File: config.mk
export PLATFORM = sky130hd
export DESIGN_NAME = ddc_nco_input_config
export DESIGN_NICKNAME = d
export VERILOG_FILES = /design/src/ddc_cfg_pkg.sv /design/src/nco_accum.sv /design/src/ddc_nco_input_config.sv
export SDC_FILE = /design/constraint.sdc
export NUM_CORES = 1
export LEC_CHECK = 0
export ABC_AREA = 1
export BUFFER_PORTS_ARGS = -buffer_cell sky130_fd_sc_hd__buf_2
export CORE_MARGIN = 4
export CORE_UTILIZATION = 55
export DETAILED_ROUTE_END_ITERATION = 10
export GPL_TIMING_DRIVEN = 0
export PLACE_DENSITY = 0.85
export SLEW_MARGIN = 20
export SYNTH_ARGS = -nofsm -noshare
export SYNTH_HDL_FRONTEND = slang
export SYNTH_SLANG_ARGS = --single-unit
File: constraint.sdc
create_clock -name core_clk_i -period 15 [get_ports core_clk_i]
set_clock_uncertainty 0.2 [all_clocks]
set_input_delay 0.75 -clock core_clk_i [delete_from_list [all_inputs] [get_ports core_clk_i]]
set_output_delay 0.75 -clock core_clk_i [all_outputs]
set_load 0.05 [all_outputs]
File: src/ddc_cfg_pkg.sv
package ddc_cfg_pkg;

  // ************************************************************
  // Bus and word geometry
  // ************************************************************
  localparam int ADDR_W = 12;
  localparam int DATA_W = 32;
  localparam int IDX_W = 10;
  localparam int IDX_LSB = 2;
  localparam int BYTE_W = 8;
  localparam int NUM_BYTES = 6;
  localparam int NCO_W = 48;
  localparam int SAMPLE_W = 14;
  localparam logic [1:0] ALIGN_OK = 2'h0;

  // ************************************************************
  // Register indices (byte address is four times the index)
  // ************************************************************
  localparam logic [IDX_W-1:0] ROUTE_IDX = 10'h311;
  localparam logic [IDX_W-1:0] TEST_IDX = 10'h327;
  localparam logic [IDX_W-1:0] FREQ_IDX [NUM_BYTES] = '{
    10'h314, 10'h315, 10'h316, 10'h317, 10'h318, 10'h31a};
  localparam logic [IDX_W-1:0] PHASE_IDX [NUM_BYTES] = '{
    10'h31d, 10'h31e, 10'h31f, 10'h320, 10'h321, 10'h322};
  localparam logic [IDX_W-1:0] UNMAPPED_IDX = 10'h000;

  // ************************************************************
  // Field positions and reset values
  // ************************************************************
  localparam int I_SEL_BIT = 0;
  localparam int Q_SEL_BIT = 2;
  localparam int I_TEST_BIT = 0;
  localparam int Q_TEST_BIT = 2;
  localparam logic [BYTE_W-1:0] BYTE_RESET = 8'h00;
  localparam logic [NCO_W-1:0] WORD_RESET = 48'h0;
  localparam logic [DATA_W-1:0] RDATA_RESET = 32'h0;

  // ************************************************************
  // Carriers
  // ************************************************************
  typedef struct packed {
    logic [SAMPLE_W-1:0] i;
    logic [SAMPLE_W-1:0] q;
  } iq_sample_t;

  typedef struct packed {
    logic i_sel;
    logic q_sel;
    logic i_test;
    logic q_test;
  } path_cfg_t;

endpackage

File: src/nco_accum.sv
`timescale 1ns/1ps

module nco_accum #(
  parameter int W = ddc_cfg_pkg::NCO_W
) (
  // Clock and reset
  input wire logic core_clk_i,
  input wire logic sys_rst_i,
  // Control
  input wire logic step_en_i,
  input wire logic [W-1:0] freq_i,
  input wire logic [W-1:0] offset_i,
  // Phase out
  output logic [W-1:0] phase_o
);

  logic [W-1:0] acc;
  logic [W-1:0] next_acc;
  logic [W-1:0] next_phase;

  // Wraps modulo 2^W, so a negative word turns the phasor backwards
  assign next_acc = acc + freq_i;
  assign next_phase = acc + offset_i;

  always_ff @(posedge core_clk_i or posedge sys_rst_i) begin
    if (sys_rst_i) begin
      acc <= '0;
    end else if (step_en_i) begin
      acc <= next_acc;
    end
  end

  always_ff @(posedge core_clk_i or posedge sys_rst_i) begin
    if (sys_rst_i) begin
      phase_o <= '0;
    end else begin
      phase_o <= next_phase;
    end
  end
endmodule // nco_accum

File: src/ddc_nco_input_config.sv
`timescale 1ns/1ps

// Behaviour
// - Routing bit2 picks Q source A/C or B/D
// - Routing bit0 picks I source A or B
// - Six byte registers form 48-bit frequency word
// - Accumulator advances by frequency word per sample
// - Six byte registers form 48-bit phase offset
// - Test bit2 takes Q from second pattern
// - Test bit0 takes I from first pattern
module ddc_nco_input_config #(
  parameter int SAMPLE_W = ddc_cfg_pkg::SAMPLE_W
) (
  // Clock and reset
  input wire logic core_clk_i,
  input wire logic sys_rst_i,
  // APB slave
  input wire logic psel_i,
  input wire logic penable_i,
  input wire logic pwrite_i,
  input wire logic [ddc_cfg_pkg::ADDR_W-1:0] paddr_i,
  input wire logic [ddc_cfg_pkg::DATA_W-1:0] pwdata_i,
  input wire logic [3:0] pstrb_i,
  output logic [ddc_cfg_pkg::DATA_W-1:0] prdata_o,
  output logic pready_o,
  output logic pslverr_o,
  // Sample inputs
  input wire logic sample_en_i,
  input wire logic [SAMPLE_W-1:0] adc_even_i,
  input wire logic [SAMPLE_W-1:0] adc_odd_i,
  input wire logic [SAMPLE_W-1:0] tp_first_i,
  input wire logic [SAMPLE_W-1:0] tp_second_i,
  // Path outputs
  output ddc_cfg_pkg::iq_sample_t iq_o,
  output logic iq_valid_o,
  output logic [ddc_cfg_pkg::NCO_W-1:0] nco_phase_o
);

  localparam int NB = ddc_cfg_pkg::NUM_BYTES;
  localparam int BW = ddc_cfg_pkg::BYTE_W;
  localparam int DATA_W = ddc_cfg_pkg::DATA_W;

  // ************************************************************
  // Address decode
  // ************************************************************
  logic [ddc_cfg_pkg::IDX_W-1:0] idx;
  logic aligned;
  logic hit_route;
  logic hit_test;
  logic [NB-1:0] hit_freq;
  logic [NB-1:0] hit_phase;
  logic mapped;
  logic setup;
  logic wr_ok;

  assign idx = paddr_i[ddc_cfg_pkg::IDX_LSB +: ddc_cfg_pkg::IDX_W];
  assign aligned = paddr_i[1:0] == ddc_cfg_pkg::ALIGN_OK;
  assign hit_route = aligned && idx == ddc_cfg_pkg::ROUTE_IDX;
  assign hit_test = aligned && idx == ddc_cfg_pkg::TEST_IDX;
  assign mapped = hit_route | hit_test | (|hit_freq) | (|hit_phase);
  assign setup = psel_i & ~penable_i;
  // Only the low lane carries a register byte
  assign wr_ok = psel_i & penable_i & pready_o & pwrite_i & ~pslverr_o &
                 pstrb_i[0];

  // ************************************************************
  // Register storage
  // ************************************************************
  ddc_cfg_pkg::path_cfg_t cfg;
  logic [ddc_cfg_pkg::NCO_W-1:0] freq_word;
  logic [ddc_cfg_pkg::NCO_W-1:0] phase_word;
  logic [BW-1:0] route_rd;
  logic [BW-1:0] test_rd;
  logic [BW-1:0] byte_acc [NB+1];
  logic [BW-1:0] rd_byte;

  genvar k;
  generate
    for (k = 0; k < NB; k++) begin : g_bytes
      assign hit_freq[k] = aligned && idx == ddc_cfg_pkg::FREQ_IDX[k];
      assign hit_phase[k] = aligned && idx == ddc_cfg_pkg::PHASE_IDX[k];
      assign byte_acc[k+1] = byte_acc[k] |
        (hit_freq[k] ? freq_word[k*BW +: BW] : ddc_cfg_pkg::BYTE_RESET) |
        (hit_phase[k] ? phase_word[k*BW +: BW] : ddc_cfg_pkg::BYTE_RESET);

      always_ff @(posedge core_clk_i or posedge sys_rst_i) begin
        if (sys_rst_i) begin
          freq_word[k*BW +: BW] <= ddc_cfg_pkg::BYTE_RESET;
        end else if (wr_ok && hit_freq[k]) begin
          freq_word[k*BW +: BW] <= pwdata_i[BW-1:0];
        end
      end

      always_ff @(posedge core_clk_i or posedge sys_rst_i) begin
        if (sys_rst_i) begin
          phase_word[k*BW +: BW] <= ddc_cfg_pkg::BYTE_RESET;
        end else if (wr_ok && hit_phase[k]) begin
          phase_word[k*BW +: BW] <= pwdata_i[BW-1:0];
        end
      end
    end
  endgenerate

  assign byte_acc[0] = ddc_cfg_pkg::BYTE_RESET;

  // Reserved positions stay zero on read
  assign route_rd = (BW'(cfg.i_sel) << ddc_cfg_pkg::I_SEL_BIT) |
                    (BW'(cfg.q_sel) << ddc_cfg_pkg::Q_SEL_BIT);
  assign test_rd = (BW'(cfg.i_test) << ddc_cfg_pkg::I_TEST_BIT) |
                   (BW'(cfg.q_test) << ddc_cfg_pkg::Q_TEST_BIT);
  assign rd_byte = byte_acc[NB] |
    (hit_route ? route_rd : ddc_cfg_pkg::BYTE_RESET) |
    (hit_test ? test_rd : ddc_cfg_pkg::BYTE_RESET);

  // Only the defined bits are stored; the rest of a write is dropped
  always_ff @(posedge core_clk_i or posedge sys_rst_i) begin
    if (sys_rst_i) begin
      cfg.i_sel <= 1'b0;
      cfg.q_sel <= 1'b0;
    end else if (wr_ok && hit_route) begin
      cfg.i_sel <= pwdata_i[ddc_cfg_pkg::I_SEL_BIT];
      cfg.q_sel <= pwdata_i[ddc_cfg_pkg::Q_SEL_BIT];
    end
  end

  always_ff @(posedge core_clk_i or posedge sys_rst_i) begin
    if (sys_rst_i) begin
      cfg.i_test <= 1'b0;
      cfg.q_test <= 1'b0;
    end else if (wr_ok && hit_test) begin
      cfg.i_test <= pwdata_i[ddc_cfg_pkg::I_TEST_BIT];
      cfg.q_test <= pwdata_i[ddc_cfg_pkg::Q_TEST_BIT];
    end
  end

  // ************************************************************
  // APB answer
  // ************************************************************
  // Answer is prepared in setup, so the access phase has no wait state
  always_ff @(posedge core_clk_i or posedge sys_rst_i) begin
    if (sys_rst_i) begin
      pready_o <= 1'b0;
      pslverr_o <= 1'b0;
    end else begin
      pready_o <= setup;
      pslverr_o <= setup & ~mapped;
    end
  end

  always_ff @(posedge core_clk_i or posedge sys_rst_i) begin
    if (sys_rst_i) begin
      prdata_o <= ddc_cfg_pkg::RDATA_RESET;
    end else if (setup) begin
      prdata_o <= (mapped && !pwrite_i) ? DATA_W'(rd_byte)
                                        : ddc_cfg_pkg::RDATA_RESET;
    end
  end

  // ************************************************************
  // Input routing and test selection
  // ************************************************************
  logic [SAMPLE_W-1:0] next_i;
  logic [SAMPLE_W-1:0] next_q;
  logic [SAMPLE_W-1:0] route_i;
  logic [SAMPLE_W-1:0] route_q;

  assign route_i = cfg.i_sel ? adc_odd_i : adc_even_i;
  assign route_q = cfg.q_sel ? adc_odd_i : adc_even_i;
  assign next_i = cfg.i_test ? tp_first_i : route_i;
  assign next_q = cfg.q_test ? tp_second_i : route_q;

  always_ff @(posedge core_clk_i or posedge sys_rst_i) begin
    if (sys_rst_i) begin
      iq_o <= '0;
      iq_valid_o <= 1'b0;
    end else begin
      iq_valid_o <= sample_en_i;
      if (sample_en_i) begin
        iq_o.i <= next_i;
        iq_o.q <= next_q;
      end
    end
  end

  // ************************************************************
  // Oscillator
  // ************************************************************
  nco_accum #(
    .W(ddc_cfg_pkg::NCO_W)
  ) u_nco (
    .core_clk_i(core_clk_i),
    .sys_rst_i(sys_rst_i),
    .step_en_i(sample_en_i),
    .freq_i(freq_word),
    .offset_i(phase_word),
    .phase_o(nco_phase_o)
  );

  generate
    for (k = 0; k < NB; k++) begin : g_byte_checks

    end
  endgenerate
endmodule // ddc_nco_input_config

==> run_results.csv, run 1 <==
group,metric,value,unit
run_status,status,"complete, but fails checks",
run_status,violations,"hold timing",
cells_and_area,area_growth,13.9,%
clock_network,cts_tree,"built",
worst_setup_path,reg2reg_to,"u_nco.phase_o[40]$_DFF_PP0_",
sta,worst_pin_slew,0.909,ns
floorplanning,die_x,187,um
routing,wl_per_cell,18.8,um
global_routing,grt_pass1_wl,97000,um
synthesis,synthTopCellsByCount,"1015 x nand2_1, 376 x inv_1, 243 x nor2_1",
routing,drcViolationCount,0,
clock_network,root_buffer,"clkbuf_16",
synthesis,ys_ff_latch,235,
hold_path,min_path_type,"primary input to async pin",
routing,drt_iter0_markers,1792,
worst_setup_path,required,15.24,ns
synthesis,yosysTopAreaCell,"dfrtp_1",
worst_setup_path,reg2regPathDepth,12,
cells_and_area,post-route-util,0.635,
routing,drtAntennaViolNets,0,
pwr,p_leak,11.3,nW
worst_setup_path,startpoint_type,"flip-flop",
clock_network,post_cts_resized,0,
clock_network,htree_num_levels,1,
worst_setup_path,critPathCaptureType,"flip-flop",
global_routing,grt_max_degree,106,
sta,finalCriticalPeriod,3.40,ns
synthesis,synth_top_flop_cell,"dfrtp_1",
worst_setup_path,path_cells,"inv_1, fa_1, inv_1, nand3_1, nand2_1, nand2_1, nand2_1, inv_1, o21ai_1, nand3_1, nand4_1, nand2_1",
clock_network,cts.clk_slew.worst_paths,0.06,ns
synthesis,yosysSeqAreaShare,0.333,
clock_network,clk_latency,0.56,ns
clock_network,cts_setup_buffers,0,
pwr,powerDensity,79.1,mW/mm^2
synthesis,synth_edf_count,0,
placement,gp_congestion,1.09,
run,cap_violations,0,
sta,maxSlewViolCount,0,
clock_network,cts_sinks,235,
worst_setup_path,crit_top_cell,"nand2_1",
cells_and_area,layout-drive-gt1-share,0.107,
floorplanning,rows,65,
worst_setup_path,ff2ff_setup_slack,11.60,ns
floorplanning,io_pins,221,
floorplanning,coreArea,0.0316,sq mm
sta,hold_violations,1,
worst_setup_path,slowest_delay,0.56,ns
synthesis,syn_inst,2728,
cells_and_area,fillerInstances,3037,
sta,setup_tns,0,ns
routing,num_vias,18800,
sta,relSlewSlack,0.394,
floorplanning,initial_core_util,0.558,
placement,place_inst,3324,
floorplanning,dieHeight,187,um
global_routing,grt.overflow.total,0,
worst_setup_path,path_class,"flip-flop to flip-flop",
clock_network,cts_made_buffers,27,
synthesis,postSynthAreaPerCell,6.47,sq um
pwr,ir_worst_vdd,88.8,uV
placement,place_hpwl,51800,um
sta,whs,-0.000545,ns
routing,viasPerCell,5.57,
worst_setup_path,slowest_stage,"dfrtp_1",
synthesis,ys_async_sr_fraction,1.00,
synthesis,synth_top_cell_area_share,0.333,
placement,io_buffers,169,
synthesis,syn_area,0.0176,sq mm
sta,rsz0062_at_grt,"no",
clock_network,clockBufferDepth,3,
worst_setup_path,setup.worst_path.end,"u_nco.phase_o[40]$_DFF_PP0_",
synthesis,yosys.cell_count.top_type,"nand2_1",
global_routing,grt_pass1_vias,17900,
floorplanning,die_area,0.0350,sq mm
sta,fmax,0.294,GHz
routing,dr.pass1.iters,6,
routing,routed_wl,63300,um
synthesis,synth_area_leaders,"dfrtp_1 33%, nand2_1 22%, inv_1 8.0%",
sta,finalSetupViolCount,0,
synthesis,ys_types,44,
worst_setup_path,critical_path_peak_fanout,5,
global_routing,grt.total_usage,0.351,
sta,finalCritPeriodShare,0.227,
clock_network,cts_hold_buf,0,
worst_setup_path,arrival,3.64,ns
worst_setup_path,reg2reg_from,"u_nco.acc[1]$_DFFE_PP0P_",
pwr,p_total,1.59,mW
cells_and_area,nNetsFinal,3157,
global_routing,grt_antenna_before_repair,1,
synthesis,synth_warnings,0,
cells_and_area,instances_no_fill,3373,
worst_setup_path,cp-startpoint,"u_nco.acc[1]$_DFFE_PP0P_",
==> worst max-delay path, delay by kind of cell (launching register included) <==
family,cells,cell delay [ns]
and+or+nand+nor,7,1.00
adders and majority gates,1,0.53
DFF,1,0.56
AOI/OAI and AO/OA,1,0.46
buffers and inverters,3,0.52
==> layer usage <==
metal	track usage	wire, um
met4	0.182	3940
met2	0.560	28000
met3	0.0547	5840
met5	0	0
met1	0.465	25500
==> cell usage in the layout, fill, tap and decap left out, drive strengths merged, types with 12 or more instances in the layout <==
master	synthesis	final
nor3	18	18
xnor2	18	18
or2	24	24
xor2	27	27
mux2i	14	14
ha	94	94
dfrtp	235	235
nand4	44	44
nand3b	12	12
clkbuf	32	67
o21ai	170	170
nand2	1025	1025
buf	42	213
inv	383	385
a21oi	156	156
nand3	145	145
conb	1	24
nor2	260	260
==> logic make-up (layout without fill, tap and decap cells) <==
kind of cell	Yosys count	count (layout)	synth area share
compound gates	347	347	0.101
xor+xnor	45	45	0.0223
fa+ha+maj	96	96	0.0689
buf+inv	458	676	0.105
flops	235	235	0.333
mux	14	14	0.00794
other cells	1	26	0.000213
simple gates	1532	1532	0.362
==> stage by stage <==
stage,area [sq um],setup WS (ns)
after floorplan,17700,7.60
after global placement,19100,5.23
after detailed placement,19100,11.73
after CTS,20100,11.73
after global routing,20100,11.62
final,20100,11.60
==> cell type report <==
type,count,area [sq um],area share
clock buffer,35,746,0.0371
buffer,74,404,0.0201
timing repair buffer,171,901,0.0448
tap,402,503,0.0250
clock inverter,12,206,0.0103
antenna,2,5.00,0.000249
inverter,384,1450,0.0721
multi-input combinational,2058,10000,0.498
sequential,235,5880,0.293
==> power by group <==
group          total (mW)  internal [mW]  switching (mW)  leakage, nW
logic               0.201         0.0517           0.149         7.66
clock network       0.714          0.436           0.277        0.468
registers           0.676          0.654          0.0219         3.17
total                1.59           1.14           0.448         11.3
==> worst min path at each step <==
stage	end	slack (ns)	cells past startpoint
final	u_nco.phase_o[0]$_DFF_PP0_	-0.0005	2
after global routing	u_nco.phase_o[0]$_DFF_PP0_	0.03	2
after CTS	u_nco.phase_o[0]$_DFF_PP0_	0.01	2
after detailed placement	iq_o[22]$_DFFE_PP0P_	0.27	2
after global placement	iq_o[21]$_DFFE_PP0P_	0.26	2
after floorplan	u_nco.acc[0]$_DFFE_PP0P_	0.27	2
==> state kept, by name, summed over array words and instances (netlist names) <==
signal         cells
u_nco.phase_o     48
prdata_o           8
phase_word        48
u_nco.acc         48
cfg                4
iq_valid_o         1
freq_word         48
pready_o           1
iq_o              28
pslverr_o          1
(Power assumes the default switching activity.)
==> inputs of run 2 (changes only) <==
CORE_UTILIZATION = 54   (was 55)
PLACE_DENSITY = 0.87   (was 0.85)
clock period = 2.9 ns   (was 15 ns; I/O delays follow)
==> run_results.csv, run 2 (synthesized netlist as in run 1, its figures left out) <==
group,metric,value,unit
cells_and_area,area_growth,19.2,%
worst_setup_path,critPathCaptureType,"flip-flop",
pwr,power.internal,5.73,mW
cells_and_area,instances_no_fill,3488,
floorplanning,io_pins,221,
cells_and_area,n_antenna_cell,0,
routing,routed_wl,66400,um
hold_path,hp-start,"paddr_i[2]",
global_routing,grt_pass1_vias,18800,
pwr,combPwrFrac,0.145,
cells_and_area,fillerInstances,2905,
cells_and_area,post-route-util,0.660,
clock_network,cts_tree,"built",
pwr,p_leak,11.6,nW
routing,drt_iter0_markers,1690,
pwr,pwr-share-clk,0.424,
clock_network,clockBufferDepth,3,
sta,fin_ws,0.0584,ns
worst_setup_path,arrival,3.13,ns
hold_path,hold_end,"phase_word[19]$_DFFE_PP0P_",
routing,drcViolationCount,0,
sta,whs,0.0421,ns
global_routing,grt_max_degree,39,
worst_setup_path,required,3.19,ns
cells_and_area,final_common_cell,"nand2_1",
worst_setup_path,startpoint_type,"flip-flop",
placement,io_buffers,169,
routing,drtAntennaViolNets,0,
clock_network,cts.clk_slew.worst_paths,0.06,ns
worst_setup_path,reg2reg_to,"u_nco.phase_o[40]$_DFF_PP0_",
sta,relSlewSlack,0.368,
sta,finalCriticalPeriod,2.84,ns
routing,num_vias,19300,
hold_path,min_path_cells,6,
routing,wl_per_cell,19.0,um
sta,maxSlewViolCount,0,
placement,gp_congestion,1.06,
pwr,swShare,0.293,
placement,place_inst,3363,
run_status,status,"completed",
sta,finalCritPeriodShare,0.980,
placement,dpl_worst_slack,-0.320,ns
hold_path,min_path_type,"primary input to flip-flop",
sta,fmax,0.352,GHz
floorplanning,coreArea,0.0319,sq mm
floorplanning,rows,65,
worst_setup_path,reg2regPathDepth,13,
floorplanning,initial_core_util,0.553,
placement,dpl_cell_area,0.0193,sq mm
sta,worst_pin_slew,0.947,ns
sta,finalSetupViolCount,0,
floorplanning,die_area,0.0356,sq mm
clock_network,clk_latency,0.56,ns
global_routing,grt_pass1_wl,102000,um
clock_network,cts_sinks,235,
sta,hold_violations,0,
floorplanning,dieHeight,189,um
clock_network,htree_num_levels,1,
global_routing,grt.total_usage,0.366,
clock_network,root_buffer,"clkbuf_16",
worst_setup_path,ff2ff_setup_slack,0.06,ns
pwr,ir_worst_vdd,414,uV
global_routing,grt.overflow.total,0,
worst_setup_path,path_class,"flip-flop to flip-flop",
pwr,powerDensity,385,mW/mm^2
pwr,p_switching,2.38,mW
cells_and_area,final_cell_area,0.0210,sq mm
sta,rsz0062_at_grt,"no",
clock_network,cts_made_buffers,27,
cells_and_area,final_cell_mix,"1010 x nand2_1, 373 x inv_1, 243 x nor2_1",
cells_and_area,layout-drive-gt1-share,0.112,
run,cap_violations,0,
pwr,p_seq_frac,0.431,
worst_setup_path,reg2reg_from,"u_nco.acc[1]$_DFFE_PP0P_",
cells_and_area,nNetsFinal,3242,
placement,place_hpwl,53500,um
global_routing,grt_antenna_before_repair,0,
worst_setup_path,critical_path_peak_fanout,5,
floorplanning,die_x,189,um
routing,dr.pass1.iters,6,
routing,viasPerCell,5.52,
## run 2: cell types whose count changed in the layout (fill, tap and decap cells not counted), sizes merged
cell and change:
buf +7, bufinv -3, clkbuf -1, clkinv -2, clkinvlp +7, diode -2
dlygate4sd3 +78, inv -2
## run 2: per-stage QoR
| step | power [mW] | TNS [ns] |
|---|---|---|
| floorplan | 4.22 | -122.88 |
| detailed placement | 4.60 | -1.37 |
| global placement | 4.55 | -418.23 |
| finish | 8.11 | 0 |
| CTS | 8.06 | 0 |
| global route | 8.34 | 0 |
## run 2: per-layer routing
metal / up-vias / share of wire / track usage
li1: 9150 / - / -
met1: 8940 / 0.40 / 0.466
met2: 945 / 0.45 / 0.601
met5: - / 0 / 0
met3: 235 / 0.091 / 0.0667
met4: 0 / 0.061 / 0.186
## run 2: repair_timing
action	CTS	global route
hold endpoints to repair	280	0
hold buffers	78	0
endpoints found under the setup margin	12	12
resized for setup	8	11
setup buffers	0	1
## run 2: power by group through the flow
stage / Clock, mW / Sequential [mW] / Combinational [mW]
after floorplan: 0 / 3.75 / 0.472
after CTS: 3.43 / 3.48 / 1.15
after detailed placement: 0 / 3.54 / 1.06
after global routing: 3.59 / 3.50 / 1.25
after global placement: 0 / 3.54 / 1.01
final: 3.44 / 3.50 / 1.18
## run 2: critical path, stage by stage (launching register included)
cell and delay (ns):
dfrtp_2 0.47, clkinvlp_4 0.24, fa_2 0.45, inv_1 0.13
nand3_1 0.11, nand2_2 0.17, nand2_1 0.09, nand2_2 0.13
inv_1 0.12, o21ai_4 0.23, nand3_1 0.17, nand3_1 0.14
nand2_1 0.06, nand2_1 0.07
## run 2: layout make-up
type	count	area (sq um)	area share
sequential	235	5880	0.280
multi-input combinational	2058	10100	0.478
clock inverter	12	134	0.00636
clock buffer	34	742	0.0353
inverter	384	1450	0.0689
buffer	74	404	0.0192
timing repair buffer	256	1820	0.0864
tap	435	544	0.0259
## run 2: how the worst max path moves through the flow
stage / startpoint / endpoint / slack (ns) / cells past startpoint
after floorplan: sys_rst_i / cfg[0]$_DFFE_PP0P_ / -0.52 / 1
after global placement: sys_rst_i / u_nco.acc[41]$_DFFE_PP0P_ / -1.80 / 2
after detailed placement: u_nco.acc[1]$_DFFE_PP0P_ / u_nco.phase_o[40]$_DFF_PP0_ / -0.32 / 12
after CTS: u_nco.acc[0]$_DFFE_PP0P_ / u_nco.acc[44]$_DFFE_PP0P_ / 0.02 / 15
after global routing: u_nco.acc[1]$_DFFE_PP0P_ / u_nco.phase_o[40]$_DFF_PP0_ / 0.02 / 12
final: u_nco.acc[1]$_DFFE_PP0P_ / u_nco.phase_o[40]$_DFF_PP0_ / 0.06 / 13
